## src/rtl/lvds_ctrl_pkg.sv

```systemverilog
package lvds_ctrl_pkg;

    // ----------------------------------------
    // Register indices (byte address = 4 * index)
    // ----------------------------------------
    localparam logic [11:0] IDX_PATTERN_CTRL = 12'h190;
    localparam logic [11:0] IDX_ENABLE = 12'h200;
    localparam logic [11:0] IDX_MODE = 12'h201;
    localparam logic [11:0] IDX_FRAME_LEN = 12'h202;
    localparam logic [11:0] IDX_SYNC_REQ = 12'h203;
    localparam logic [11:0] IDX_OUT_CTRL = 12'h204;
    localparam logic [11:0] IDX_FRAME_COUNT = 12'h20E;
    localparam logic [11:0] IDX_STATUS = 12'h20F;

    // ----------------------------------------
    // Reset values
    // ----------------------------------------
    localparam logic [7:0] RST_PATTERN_CTRL = 8'h1E;
    localparam logic [7:0] RST_ENABLE = 8'h01;
    localparam logic [7:0] RST_MODE = 8'h01;
    localparam logic [7:0] RST_FRAME_LEN = 8'h80;
    localparam logic [7:0] RST_SYNC_REQ = 8'h01;
    localparam logic [7:0] RST_OUT_CTRL = 8'h02;

    // ----------------------------------------
    // Field positions
    // ----------------------------------------
    localparam int ENABLE_BIT = 0;
    localparam int WIDTH_LSB = 4;
    localparam int WIDTH_MSB = 5;
    localparam int INTERLEAVE_BIT = 2;
    localparam int ALIGN_BIT = 1;
    localparam int DEMUX_BIT = 0;
    localparam int SOFT_SYNC_N_BIT = 0;
    localparam int SYNC_SEL_LSB = 2;
    localparam int SYNC_SEL_MSB = 3;
    localparam int INV_A_BIT = 0;
    localparam int LANE_PAT_BIT = 4;
    localparam int INV_FIRST_DATA_BIT = 8;
    localparam int STAT_SYNC_BIT = 0;
    localparam int STAT_RUN_BIT = 1;

    // ----------------------------------------
    // Encodings
    // ----------------------------------------
    localparam logic [1:0] SYNC_SEL_SINGLE = 2'h0;
    localparam logic [1:0] SYNC_SEL_TSTAMP = 2'h1;
    localparam logic [1:0] SYNC_SEL_NONE = 2'h2;
    localparam logic [1:0] WIDTH_12 = 2'h0;
    localparam logic [1:0] WIDTH_11 = 2'h1;
    localparam logic [1:0] WIDTH_10 = 2'h2;
    localparam logic [11:0] MASK_12 = 12'hFFF;
    localparam logic [11:0] MASK_11 = 12'hFFE;
    localparam logic [11:0] MASK_10 = 12'hFFC;
    localparam logic [11:0] MASK_8 = 12'hFF0;
    localparam logic [3:0] BUSES_DEMUX1 = 4'h3;
    localparam logic [3:0] BUSES_DEMUX2 = 4'hF;

endpackage

```

## src/rtl/level_sync.sv

```systemverilog
`timescale 1ns/1ps
module level_sync #(
    parameter int WIDTH = 1,
    parameter logic [WIDTH-1:0] RESET_VAL = '0
) (
    input wire logic core_clk,
    input wire logic arst_n,
    input wire logic [WIDTH-1:0] async_in,
    output logic [WIDTH-1:0] sync_out
);
    // ----------------------------------------
    // Two-stage synchroniser
    // ----------------------------------------
    logic [WIDTH-1:0] meta;

    always_ff @(posedge core_clk or negedge arst_n) begin
        if (!arst_n) begin
            meta <= RESET_VAL;
            sync_out <= RESET_VAL;
        end else begin
            meta <= async_in;
            sync_out <= meta;
        end
    end
endmodule

```

## src/rtl/lvds_interface_control.sv

```systemverilog
`timescale 1ns/1ps
// Operation
// Bus B inversion bit set flips bit 9 of each pattern word on B.
// Bus A inversion bit set flips bit 8 on bus A; resets zero.
// Software disables the interface before rewriting other configuration.
// Disabled interface: logic held reset, outputs off, clocks gated.
// Disabled interface holds frame counter reset; reference pulse ignored.
// Software sets calibration before enabling, disables before clearing it.
// Enable bit at bit 0, resets one, one enables, zero disables.
// Width field bits 5:4: 12, 11, 10 or 8 bits; resets 12.
// Mode bit 2: one interleaved single channel, zero dual channel.
// Software keeps calibration off while changing interleave selection.
// Mode bit 1: zero staggers buses, one aligns them.
// Mode bit 0: zero two buses, one four buses; resets one.
// Eight-bit frame length in unit intervals, multiples of four, resets 128.
// Frame strobe period equals the programmed frame length.
// Unit interval is one output clock, or two when demux bit set.
// Software avoids frame length four; latency may be nondeterministic.
// Writing zero to soft sync bit requests sync like the pin.
// Sync request is OR of soft bit and selected pin.
// Held-low selected pin keeps request unless source selects no pin.
// Source 0 single-ended pin, 1 timestamp pin, 2 no pin.
// Reserved bits store writes, reset zero, no effect.
module lvds_interface_control #(
    parameter int LANE_WIDTH = 12,
    parameter int BUSES = 4
) (
    input wire logic core_clk,
    input wire logic arst_n,
    input wire logic hsel,
    input wire logic [31:0] haddr,
    input wire logic [1:0] htrans,
    input wire logic hwrite,
    input wire logic [2:0] hsize,
    input wire logic [31:0] hwdata,
    input wire logic hready,
    output logic [31:0] hrdata,
    output logic hreadyout,
    output logic hresp,
    input wire logic link_clk,
    input wire logic sysref,
    input wire logic sync_se_n,
    input wire logic tmstp_sync_n,
    input wire logic [BUSES*LANE_WIDTH-1:0] pattern_in,
    output logic [BUSES*LANE_WIDTH-1:0] pattern_out,
    output logic interface_reset_n,
    output logic output_power_en,
    output logic clock_gate_en,
    output logic [1:0] sample_width_select,
    output logic [11:0] sample_mask,
    output logic interleave_single,
    output logic bus_timing_align,
    output logic bus_demux_factor,
    output logic [3:0] active_bus_mask,
    output logic lane_pattern_sel,
    output logic frame_strobe,
    output logic sync_request
);

    // ----------------------------------------
    // Elaboration checks
    // ----------------------------------------
    generate
        if (BUSES != 4) begin : g_bad_buses
            $error("lvds_interface_control serves exactly four buses");
        end
        if (LANE_WIDTH < 12) begin : g_bad_width
            $error("lvds_interface_control needs lanes of 12 bits or more");
        end
    endgenerate

    // ----------------------------------------
    // Register storage
    // ----------------------------------------
    logic [7:0] test_pattern_control;
    logic [7:0] output_interface_enable;
    logic [7:0] output_mode;
    logic [7:0] frame_length;
    logic [7:0] manual_sync_request;
    logic [7:0] output_control;
    logic [7:0] frame_count;
    logic [7:0] status_word;

    // ----------------------------------------
    // Bus address phase
    // ----------------------------------------
    logic ph_valid;
    logic ph_write;
    logic [11:0] ph_index;
    logic a_take;
    logic a_hit;
    logic [11:0] a_index;
    logic wr_en;
    logic [31:0] next_rdata;
    logic [7:0] rd_byte;

    assign a_take = hsel & hready & htrans[1];
    assign a_index = haddr[13:2];
    // Unmapped high or misaligned addresses never reach a register
    assign a_hit = (haddr[31:14] == 18'h0_0000) & (haddr[1:0] == 2'h0);
    assign wr_en = ph_valid & ph_write;

    always_ff @(posedge core_clk or negedge arst_n) begin
        if (!arst_n) begin
            ph_valid <= 1'b0;
            ph_write <= 1'b0;
            ph_index <= 12'h000;
        end else if (hready) begin
            ph_valid <= a_take & a_hit;
            ph_write <= hwrite;
            ph_index <= a_index;
        end
    end

    always_ff @(posedge core_clk or negedge arst_n) begin
        if (!arst_n) begin
            hreadyout <= 1'b0;
            hresp <= 1'b0;
        end else begin
            hreadyout <= 1'b1;
            hresp <= 1'b0;
        end
    end

    // ----------------------------------------
    // Register writes
    // ----------------------------------------
    always_ff @(posedge core_clk or negedge arst_n) begin
        if (!arst_n) begin
            test_pattern_control <= lvds_ctrl_pkg::RST_PATTERN_CTRL;
        end else if (wr_en &&
            ph_index == lvds_ctrl_pkg::IDX_PATTERN_CTRL) begin
            test_pattern_control <= hwdata[7:0];
        end
    end

    always_ff @(posedge core_clk or negedge arst_n) begin
        if (!arst_n) begin
            output_interface_enable <= lvds_ctrl_pkg::RST_ENABLE;
        end else if (wr_en && ph_index == lvds_ctrl_pkg::IDX_ENABLE) begin
            output_interface_enable <= hwdata[7:0];
        end
    end

    // Writes land even while enabled; ordering is left to software
    always_ff @(posedge core_clk or negedge arst_n) begin
        if (!arst_n) begin
            output_mode <= lvds_ctrl_pkg::RST_MODE;
        end else if (wr_en && ph_index == lvds_ctrl_pkg::IDX_MODE) begin
            output_mode <= hwdata[7:0];
        end
    end

    always_ff @(posedge core_clk or negedge arst_n) begin
        if (!arst_n) begin
            frame_length <= lvds_ctrl_pkg::RST_FRAME_LEN;
        end else if (wr_en && ph_index == lvds_ctrl_pkg::IDX_FRAME_LEN) begin
            frame_length <= hwdata[7:0];
        end
    end

    always_ff @(posedge core_clk or negedge arst_n) begin
        if (!arst_n) begin
            manual_sync_request <= lvds_ctrl_pkg::RST_SYNC_REQ;
        end else if (wr_en && ph_index == lvds_ctrl_pkg::IDX_SYNC_REQ) begin
            manual_sync_request <= hwdata[7:0];
        end
    end

    always_ff @(posedge core_clk or negedge arst_n) begin
        if (!arst_n) begin
            output_control <= lvds_ctrl_pkg::RST_OUT_CTRL;
        end else if (wr_en && ph_index == lvds_ctrl_pkg::IDX_OUT_CTRL) begin
            output_control <= hwdata[7:0];
        end
    end

    // ----------------------------------------
    // Field decode
    // ----------------------------------------
    logic enabled;
    logic demux2;
    logic [1:0] sync_sel;
    logic [1:0] width_sel;
    logic soft_sync_n;

    assign enabled = output_interface_enable[lvds_ctrl_pkg::ENABLE_BIT];
    assign demux2 = output_mode[lvds_ctrl_pkg::DEMUX_BIT];
    assign width_sel =
        output_mode[lvds_ctrl_pkg::WIDTH_MSB:lvds_ctrl_pkg::WIDTH_LSB];
    assign sync_sel =
        output_control[lvds_ctrl_pkg::SYNC_SEL_MSB:lvds_ctrl_pkg::SYNC_SEL_LSB];
    assign soft_sync_n = manual_sync_request[lvds_ctrl_pkg::SOFT_SYNC_N_BIT];

    // ----------------------------------------
    // Configuration outputs
    // ----------------------------------------
    always_ff @(posedge core_clk or negedge arst_n) begin
        if (!arst_n) begin
            interface_reset_n <= 1'b0;
            output_power_en <= 1'b0;
            clock_gate_en <= 1'b0;
        end else begin
            interface_reset_n <= enabled;
            output_power_en <= enabled;
            clock_gate_en <= enabled;
        end
    end

    always_ff @(posedge core_clk or negedge arst_n) begin
        if (!arst_n) begin
            sample_width_select <= 2'h0;
            interleave_single <= 1'b0;
            bus_timing_align <= 1'b0;
            bus_demux_factor <= 1'b0;
            lane_pattern_sel <= 1'b0;
        end else begin
            sample_width_select <= width_sel;
            interleave_single <=
                output_mode[lvds_ctrl_pkg::INTERLEAVE_BIT];
            bus_timing_align <= output_mode[lvds_ctrl_pkg::ALIGN_BIT];
            bus_demux_factor <= demux2;
            lane_pattern_sel <=
                test_pattern_control[lvds_ctrl_pkg::LANE_PAT_BIT];
        end
    end

    // Truncation keeps the most significant bits of each sample
    always_ff @(posedge core_clk or negedge arst_n) begin
        if (!arst_n) begin
            sample_mask <= 12'h000;
        end else begin
            case (width_sel)
                lvds_ctrl_pkg::WIDTH_12:
                    sample_mask <= lvds_ctrl_pkg::MASK_12;
                lvds_ctrl_pkg::WIDTH_11:
                    sample_mask <= lvds_ctrl_pkg::MASK_11;
                lvds_ctrl_pkg::WIDTH_10:
                    sample_mask <= lvds_ctrl_pkg::MASK_10;
                default: sample_mask <= lvds_ctrl_pkg::MASK_8;
            endcase
        end
    end

    always_ff @(posedge core_clk or negedge arst_n) begin
        if (!arst_n) begin
            active_bus_mask <= 4'h0;
        end else if (!enabled) begin
            active_bus_mask <= 4'h0;
        end else if (demux2) begin
            active_bus_mask <= lvds_ctrl_pkg::BUSES_DEMUX2;
        end else begin
            active_bus_mask <= lvds_ctrl_pkg::BUSES_DEMUX1;
        end
    end

    // ----------------------------------------
    // Pin synchronisers
    // ----------------------------------------
    logic [3:0] pins_sync;
    logic link_s;
    logic sysref_s;
    logic se_n_s;
    logic ts_n_s;

    // Active-low sync pins idle high through reset
    level_sync #(
        .WIDTH(4),
        .RESET_VAL(4'hC)
    ) u_pin_sync (
        .core_clk(core_clk),
        .arst_n(arst_n),
        .async_in({tmstp_sync_n, sync_se_n, sysref, link_clk}),
        .sync_out(pins_sync)
    );

    assign link_s = pins_sync[0];
    assign sysref_s = pins_sync[1];
    assign se_n_s = pins_sync[2];
    assign ts_n_s = pins_sync[3];

    // ----------------------------------------
    // Sync request
    // ----------------------------------------
    logic pin_req;

    always_comb begin
        case (sync_sel)
            lvds_ctrl_pkg::SYNC_SEL_SINGLE: pin_req = ~se_n_s;
            lvds_ctrl_pkg::SYNC_SEL_TSTAMP: pin_req = ~ts_n_s;
            default: pin_req = 1'b0;
        endcase
    end

    always_ff @(posedge core_clk or negedge arst_n) begin
        if (!arst_n) begin
            sync_request <= 1'b0;
        end else begin
            sync_request <= ~soft_sync_n | pin_req;
        end
    end

    // ----------------------------------------
    // Unit interval and frame counter
    // ----------------------------------------
    logic link_q;
    logic sysref_q;
    logic link_rise;
    logic sysref_rise;
    logic ui_half;
    logic ui_tick;
    logic frame_end;

    assign link_rise = link_s & ~link_q;
    assign sysref_rise = sysref_s & ~sysref_q;
    assign ui_tick = link_rise & (~demux2 | ui_half);
    // Length 0 wraps at 256; unsupported lengths are not trapped
    assign frame_end = frame_count == (frame_length - 8'h01);

    always_ff @(posedge core_clk or negedge arst_n) begin
        if (!arst_n) begin
            link_q <= 1'b0;
            sysref_q <= 1'b0;
        end else begin
            link_q <= link_s;
            sysref_q <= sysref_s;
        end
    end

    always_ff @(posedge core_clk or negedge arst_n) begin
        if (!arst_n) begin
            ui_half <= 1'b0;
        end else if (!enabled || sysref_rise) begin
            ui_half <= 1'b0;
        end else if (link_rise && demux2) begin
            ui_half <= ~ui_half;
        end else if (!demux2) begin
            ui_half <= 1'b0;
        end
    end

    always_ff @(posedge core_clk or negedge arst_n) begin
        if (!arst_n) begin
            frame_count <= 8'h00;
        end else if (!enabled) begin
            frame_count <= 8'h00;
        end else if (sysref_rise) begin
            frame_count <= 8'h00;
        end else if (ui_tick && frame_end) begin
            frame_count <= 8'h00;
        end else if (ui_tick) begin
            frame_count <= frame_count + 8'h01;
        end
    end

    always_ff @(posedge core_clk or negedge arst_n) begin
        if (!arst_n) begin
            frame_strobe <= 1'b0;
        end else if (!enabled) begin
            frame_strobe <= 1'b0;
        end else begin
            frame_strobe <= ui_tick & frame_end;
        end
    end

    // ----------------------------------------
    // Test pattern lanes
    // ----------------------------------------
    generate
        for (genvar b = 0; b < BUSES; b++) begin : g_lane
            pattern_lane_invert #(
                .WIDTH(LANE_WIDTH),
                .INV_BIT(lvds_ctrl_pkg::INV_FIRST_DATA_BIT + b)
            ) u_lane (
                .core_clk(core_clk),
                .arst_n(arst_n),
                .lane_on(active_bus_mask[b]),
                .invert(
                    test_pattern_control[lvds_ctrl_pkg::INV_A_BIT + b]
                ),
                .word_in(pattern_in[b*LANE_WIDTH +: LANE_WIDTH]),
                .word_out(pattern_out[b*LANE_WIDTH +: LANE_WIDTH])
            );
        end
    endgenerate

    // ----------------------------------------
    // Status and read path
    // ----------------------------------------
    always_comb begin
        status_word = 8'h00;
        status_word[lvds_ctrl_pkg::STAT_SYNC_BIT] = sync_request;
        status_word[lvds_ctrl_pkg::STAT_RUN_BIT] = interface_reset_n;
    end

    always_comb begin
        case (a_index)
            lvds_ctrl_pkg::IDX_PATTERN_CTRL: rd_byte = test_pattern_control;
            lvds_ctrl_pkg::IDX_ENABLE: rd_byte = output_interface_enable;
            lvds_ctrl_pkg::IDX_MODE: rd_byte = output_mode;
            lvds_ctrl_pkg::IDX_FRAME_LEN: rd_byte = frame_length;
            lvds_ctrl_pkg::IDX_SYNC_REQ: rd_byte = manual_sync_request;
            lvds_ctrl_pkg::IDX_OUT_CTRL: rd_byte = output_control;
            lvds_ctrl_pkg::IDX_FRAME_COUNT: rd_byte = frame_count;
            lvds_ctrl_pkg::IDX_STATUS: rd_byte = status_word;
            default: rd_byte = 8'h00;
        endcase
        // Forward a write in its data phase to a read right behind it
        if (wr_en && ph_index == a_index &&
            a_index != lvds_ctrl_pkg::IDX_FRAME_COUNT &&
            a_index != lvds_ctrl_pkg::IDX_STATUS) begin
            rd_byte = hwdata[7:0];
        end
        next_rdata = {24'h00_0000, rd_byte};
        if (!a_hit) begin
            next_rdata = 32'h0000_0000;
        end
    end

    always_ff @(posedge core_clk or negedge arst_n) begin
        if (!arst_n) begin
            hrdata <= 32'h0000_0000;
        end else if (a_take && !hwrite) begin
            hrdata <= next_rdata;
        end
    end

endmodule

```

## src/rtl/pattern_lane_invert.sv

```systemverilog
`timescale 1ns/1ps
module pattern_lane_invert #(
    parameter int WIDTH = 12,
    parameter int INV_BIT = 8
) (
    input wire logic core_clk,
    input wire logic arst_n,
    input wire logic lane_on,
    input wire logic invert,
    input wire logic [WIDTH-1:0] word_in,
    output logic [WIDTH-1:0] word_out
);
    logic [WIDTH-1:0] flip;

    always_comb begin
        flip = '0;
        flip[INV_BIT] = invert;
    end

    // ----------------------------------------
    // Registered lane, quiet while off
    // ----------------------------------------
    always_ff @(posedge core_clk or negedge arst_n) begin
        if (!arst_n) begin
            word_out <= '0;
        end else if (lane_on) begin
            word_out <= word_in ^ flip;
        end else begin
            word_out <= '0;
        end
    end
endmodule

```

## config.mk

```make
export PLATFORM = sky130hd
export DESIGN_NAME = lvds_interface_control
export DESIGN_NICKNAME = d
export VERILOG_FILES = /design/src/rtl/lvds_ctrl_pkg.sv /design/src/rtl/level_sync.sv /design/src/rtl/lvds_interface_control.sv /design/src/rtl/pattern_lane_invert.sv
export SDC_FILE = /design/constraint.sdc
export NUM_CORES = 1
export LEC_CHECK = 0
export BUFFER_PORTS_ARGS = -buffer_cell sky130_fd_sc_hd__buf_4
export CORE_MARGIN = 2
export CORE_UTILIZATION = 45
export DETAILED_ROUTE_END_ITERATION = 10
export GPL_TIMING_DRIVEN = 0
export PLACE_DENSITY_LB_ADDON = 0.05
export REMOVE_ABC_BUFFERS = 1
export SYNTH_ARGS = -nofsm -noshare
export SYNTH_HDL_FRONTEND = slang
export SYNTH_HIERARCHICAL = 1
export SYNTH_SLANG_ARGS = --single-unit
```

## constraint.sdc

```tcl
create_clock -name core_clk -period 4.61 [get_ports core_clk]
set_input_delay 0.2305 -clock core_clk [delete_from_list [all_inputs] [get_ports core_clk]]
set_output_delay 0.2305 -clock core_clk [all_outputs]
set_load 0.05 [all_outputs]
```

### Word-level counts from Yosys, hierarchy flattened

Cells that the tools add are included.

| storage, ports and cells | value |
|---|---|
| bits in registers | 187 |
| latch bits | 0 |
| memory bits (writable) | 0 |
| bits in read-only memories | 0 |
| input bits | 126 |
| memories | 0 |

| operators by class | value |
|---|---|
| $add $sub $neg | 2 |
| multipliers | 0 |
| divide/modulo/power cells | 0 |
| order comparisons | 0 |
| eq/ne operators | 23 |
| shift-type cells | 0 |
| mux-type cells | 19 |
| bitwise logic cells | 22 |
| reductions and logical operators | 19 |

Operators by type and width:

| cell | number |
|---|---|
| $eq 12x10->1 const B | 12 |
| $pmux 8 s8 | 1 |
| $mux 12 | 4 |
| $mux 8 | 6 |
| $eq 12x9->1 const B | 2 |
| $ne 12x10->1 const B | 2 |
| $logic_not 18->1 | 1 |
| $eq 12x12->1 | 1 |
| $logic_and 1x1->1 | 12 |
| $pmux 4 s3 | 1 |
| $xor 12x10->12 | 1 |
| $xor 12x11->12 | 1 |
| $xor 12x12->12 | 1 |
| $xor 12x9->12 | 1 |
| $and 1x1->1 | 9 |
| $add 8x1->8 const B | 1 |
| $eq 8x8->1 | 1 |
| $mux 4 | 2 |
| $sub 8x1->8 const B | 1 |
| $not 1->1 | 7 |
| $logic_not 2->1 | 3 |
| $eq 2x1->1 const B | 2 |
| $mux 1 | 4 |
| $ne 4x1->1 const B | 1 |
| 6 further kinds | 8 |

### Logic depth before layout (Yosys ltp)

| logic depth | value |
|---|---|
| depth after elaboration | 7 |
| gate-level depth with buffers | 9 |
| gate-level depth less buffers | 8 |

### Modules after synthesis

The synthesis kept the hierarchy.

By module, submodules not included:

| module | instances | cells each | area an instance (um2) | seq. area each (um2) |
|---|---|---|---|---|
| lvds_interface_control | 1 | 444 | 5,037.3 | 2,388.5 |
| pattern_lane_invert | 4 | 26 | 405.4 | 300.3 |
| level_sync | 1 | 8 | 205.2 | 205.2 |

### Worst setup path before layout

Ideal clock, no wire load.

| timing | value |
|---|---|
| path kind | register -> register |
| start | register frame_length[2] |
| end | register frame_count[0] |
| library setup time | 0.125 ns |
| arrival time | 2.188 ns |
| slack | 2.297 ns |
| cell stages (with the launch flop) | 7 |
| clock period less this slack | 2.313 ns |
| path through | dfrtp_1 -> or3_4 -> or4_4 -> xnor2_1 -> a2111oi_4 -> a21oi_2 -> mux2_2 |

| between the ends | value |
|---|---|
| cells in the longest elaborated chain, start to end | 6 |
| elaborated cells on any way between the ends | 7 |
| those cells by class | add/sub: 1; eq/ne: 2; mux: 3; reduce/logical: 1 |

Ends and longest elaborated chain:

| element | line | text |
|---|---|---|
| start, declared | lvds_interface_control.sv:78 | `logic [7:0] frame_length;` |
| start signal, assigned | lvds_interface_control.sv:156 | `frame_length <= lvds_ctrl_pkg::RST_FRAME_LEN;` |
| start signal, assigned | lvds_interface_control.sv:158 | `frame_length <= hwdata[7:0];` |
| $sub 8x1->8 (*) | lvds_interface_control.sv:318 | `assign frame_end = frame_count == (frame_length - 8'h01);` |
| $eq 8x8->1 (*) | lvds_interface_control.sv:318 |  |
| $logic_and 1x1->1 (*) | lvds_interface_control.sv:349 | `end else if (ui_tick && frame_end) begin` |
| $mux 8 | lvds_interface_control.sv:349 |  |
| $mux 8 | lvds_interface_control.sv:347 | `end else if (sysref_rise) begin` |
| $mux 8 | lvds_interface_control.sv:345 | `end else if (!enabled) begin` |
| end signal, assigned | lvds_interface_control.sv:352 | `frame_count <= frame_count + 8'h01;` |
| end, declared | lvds_interface_control.sv:81 | `logic [7:0] frame_count;` |

Every way passes the cells marked *; elsewhere a longest branch is shown, timed or not.
A chain may end at the register's enable or synchronous reset.

### Worst setup path after layout

| timing | value |
|---|---|
| start | input haddr[6] |
| end | register hrdata[2] |

| between the ends | value |
|---|---|
| cells in the longest elaborated chain, start to end | 6 |
| elaborated cells on any way between the ends | 17 |
| those cells by class | eq/ne: 11; mux: 3; reduce/logical: 3 |

Ends and longest elaborated chain:

| element | line | text |
|---|---|---|
| start, declared | lvds_interface_control.sv:31 | `input wire logic [31:0] haddr,` |
| parallel branches: the longest is 4 deep, another holds $eq 12x10->1 | -- |  |
| $mux 8 (*) | lvds_interface_control.sv:409 | `if (wr_en && ph_index == a_index &&` |
| $mux 8 (*) | lvds_interface_control.sv:415 | `if (!a_hit) begin` |
| end signal, assigned | lvds_interface_control.sv:424 | `hrdata <= next_rdata;` |
| end, declared | lvds_interface_control.sv:37 | `output logic [31:0] hrdata,` |

Mark *: on every way between the ends.

==> results.md <==
- FP Rows: 45
- Leakage power: 4.18 nW
- DR pass1 iterations: 5
- Synth Area per Inst: 12.3 um^2
- Worst Skew: 7.39 ps
- Worst rel slew slack: 33.0%
- Post-synth top flop: dfrtp_1
- Residual DRC: 0
- Library cells used by synthesis: 60
- First-pass GRT wire length: 25.5 mm
- Placed cell count: 891
- Crit end category: register
- Final setup viols: 0
- Final Cell Area: 0.00888 mm^2
- Cts hold-fix bufs: 5
- Final min period: 2630 ps
- H-tree depth: 4
- Cts repair resizes: 0
- Clock Tree Buf Depth: 2
- Worst-path clk slew: 60 ps
- I/O Pins: 235
- Max rail drop VDD: 243 uV
- P per Cell Area: 370 mW/mm^2
- Final Max Tran Viols: 0
- Fmax: 380 MHz
- Largest net degree at the start of global routing: 79
- Crit path max fanout: 11
- Drt via density: 5.17
- Die Wd: 128 um
- Die area: 0.0163 mm^2
- Total of max-cap violations: 0
- Placed instance area: 0.00818 mm^2
- Worst Setup Path Type: in -> reg
- Area Growth Syn to Fin: 29.4%
- Layout cell share with drive strength beyond 1: 45.4%
- Vias: 4795
- I/O Buffers: 181
- Setup TNS: 0 ps
- Yosys warning total: 6
- Placer's final routability congestion estimate: 0.847
- Clock insertion delay at the later pin of the skew report: 410 ps
- GRT Residual Overflow: 0
- Startpoint Class: input port
- Outcome: finished clean
- Tcrit/Tclk final: 57.1%
- Worst slew pin tran: 991 ps
- CTS Sinks: 151
- Synth Register Bits: 151
- Post-Route WL: 16.2 mm
- CP Data Required Time: 4930 ps
- Cell Area, Synth: 0.00686 mm^2
- Worst endpoint data arrival time: 2950 ps
- HPWL after DPL: 11.8 mm
- TritonCTS clock tree: built
- Setup bufs post-CTS: 0
- Root Buffer: clkbuf_16
- Core area: 0.0150 mm^2
- Initial antenna violation count: 0
- Number of flops mapped to enable cells by yosys: 0
- Final Hold Viols: 0
- Drt wl/cell: 17.4 um
- Final Total Pwr: 3.29 mW
- Seq/Total Area, Yosys: 55.3%
- Worst min path class: in -> reg
- Post-Syn Instances: 556
- Final #Nets: 855
- DRT iter0 DRCs: 232
- Die height: 128 um
- RSZ-0062 raised after global routing: false
- Gr usage total: 20.2%
- Number of global-route vias before repair: 4757
- Num CTS Buffers: 17
- Fraction of registers with async set/reset: 100%
- Remaining antenna violation count: 0
- # diodes: 0
- Non-Filler Instances: 928
- Fillers: 1235
- Initial Util: 45.7%
final cells by class:
type                            instances  area (um^2)  area share [%]
Clock buffer                           25          485            5.47
Clock inverter                          7          168            1.89
Inverter                               12         45.0           0.507
Multi-Input combinational cell        358         2710            30.6
Sequential cell                       151         3790            42.7
Tap cell                              188          235            2.65
Timing Repair Buffer                  187         1440            16.2
logic make-up after synthesis:
| kind of cell | after synthesis | share of synthesized area [%] |
|---|---|---|
| other cells | 2 | 0.109 |
| fa+ha+maj | 2 | 0.365 |
| buf+inv | 71 | 6.49 |
| xor+xnor | 29 | 3.90 |
| compound gates | 75 | 8.18 |
| flops | 151 | 55.3 |
| simple gates | 157 | 14.4 |
| mux | 69 | 11.3 |
cell usage after synthesis, drive strengths merged, types with 5 or more instances:
library cell / number / share of area [%]
a211oi: 7 / 0.77
a21o: 5 / 0.55
a21oi: 7 / 0.57
a221oi: 7 / 0.89
a222oi: 5 / 0.73
a22o: 7 / 0.89
a22oi: 13 / 1.4
and2: 49 / 5.0
and3: 7 / 0.64
buf: 46 / 5.1
clkbuf: 13 / 0.71
dfrtp: 138 / 50
dfstp: 13 / 5.0
inv: 12 / 0.66
mux2: 68 / 11
nand2: 21 / 1.1
nand2b: 5 / 0.46
nand3: 9 / 0.66
nor2: 17 / 0.97
nor3: 9 / 0.73
nor4: 10 / 1.2
o21ai: 17 / 1.2
or3: 5 / 0.53
xnor2: 18 / 2.3
xor2: 10 / 1.3
worst max-delay path, stage by stage:
cell,delay (ps)
buf_4,140
nor4b_1,860
nand2_1,520
nor3_1,700
a22o_1,250
a211oi_1,50
o21ai_0,190
per-stage QoR:
stage	hold WS [ps]	setup slack [ps]	util [%]
floorplan	-65.1	1410	-
global placement	340	1740	54.2
detailed placement	289	1720	54.4
CTS	12.6	2030	59.1
global route	12.7	1820	59.1
finish	32.2	1980	59.1
state kept, by name (all words and copies together), names as in the netlist, 2 cells and up:
register / cells
u_pin_sync/sync_out: 4
active_bus_mask: 2
sample_width_select: 2
output_control: 8
frame_count: 8
test_pattern_control: 8
manual_sync_request: 8
frame_length: 8
ph_index: 12
u_pin_sync/meta: 4
output_mode: 8
g_lane.u_lane/word_out: 48
sample_mask: 3
output_interface_enable: 8
hrdata: 8
metal layers:
metal,GRT usage [%],vias up,wire [um]
met3,4.77,17,925
li1,-,2255,-
met5,0,-,0
met1,26.8,2354,7170
met2,32.4,169,7780
met4,7.56,0,282
cells in the final DEF, fill, tap and decap left out, drive strengths merged, types with 10 or more instances in the layout:
cell and instances:
nor4 10, and2 49, xnor2 18, inv 13, nor2 17, mux2 68
xor2 10, dfrtp 138, buf 182, conb 26, clkbuf 25, dfstp 13
a22oi 13, o21ai 17, nand2 21
report_power, final:
part | switching [mW] | total [mW] | internal, mW
combinational | 0.219 | 0.362 | 0.143
clock | 0.507 | 1.52 | 1.01
sequential | 0.0376 | 1.41 | 1.37
path summary, 6_finish.rpt:
path                                         start                           end  slack (ps)  cells past startpoint
worst max-delay path                      haddr[6]                     hrdata[2]        1980                      7
worst min-delay path                pattern_in[30]  g_lane[2].u_lane/word_out[6]          30                      2
worst max register to register     frame_length[2]                frame_count[3]        2030                      6
worst min register to register  u_pin_sync/meta[1]        u_pin_sync/sync_out[1]         340                      0
max in group asynchronous                   arst_n       test_pattern_control[1]        3350                      3
min in group asynchronous                   arst_n  g_lane[0].u_lane/word_out[7]         400                      2
(Power assumes the default switching activity.)
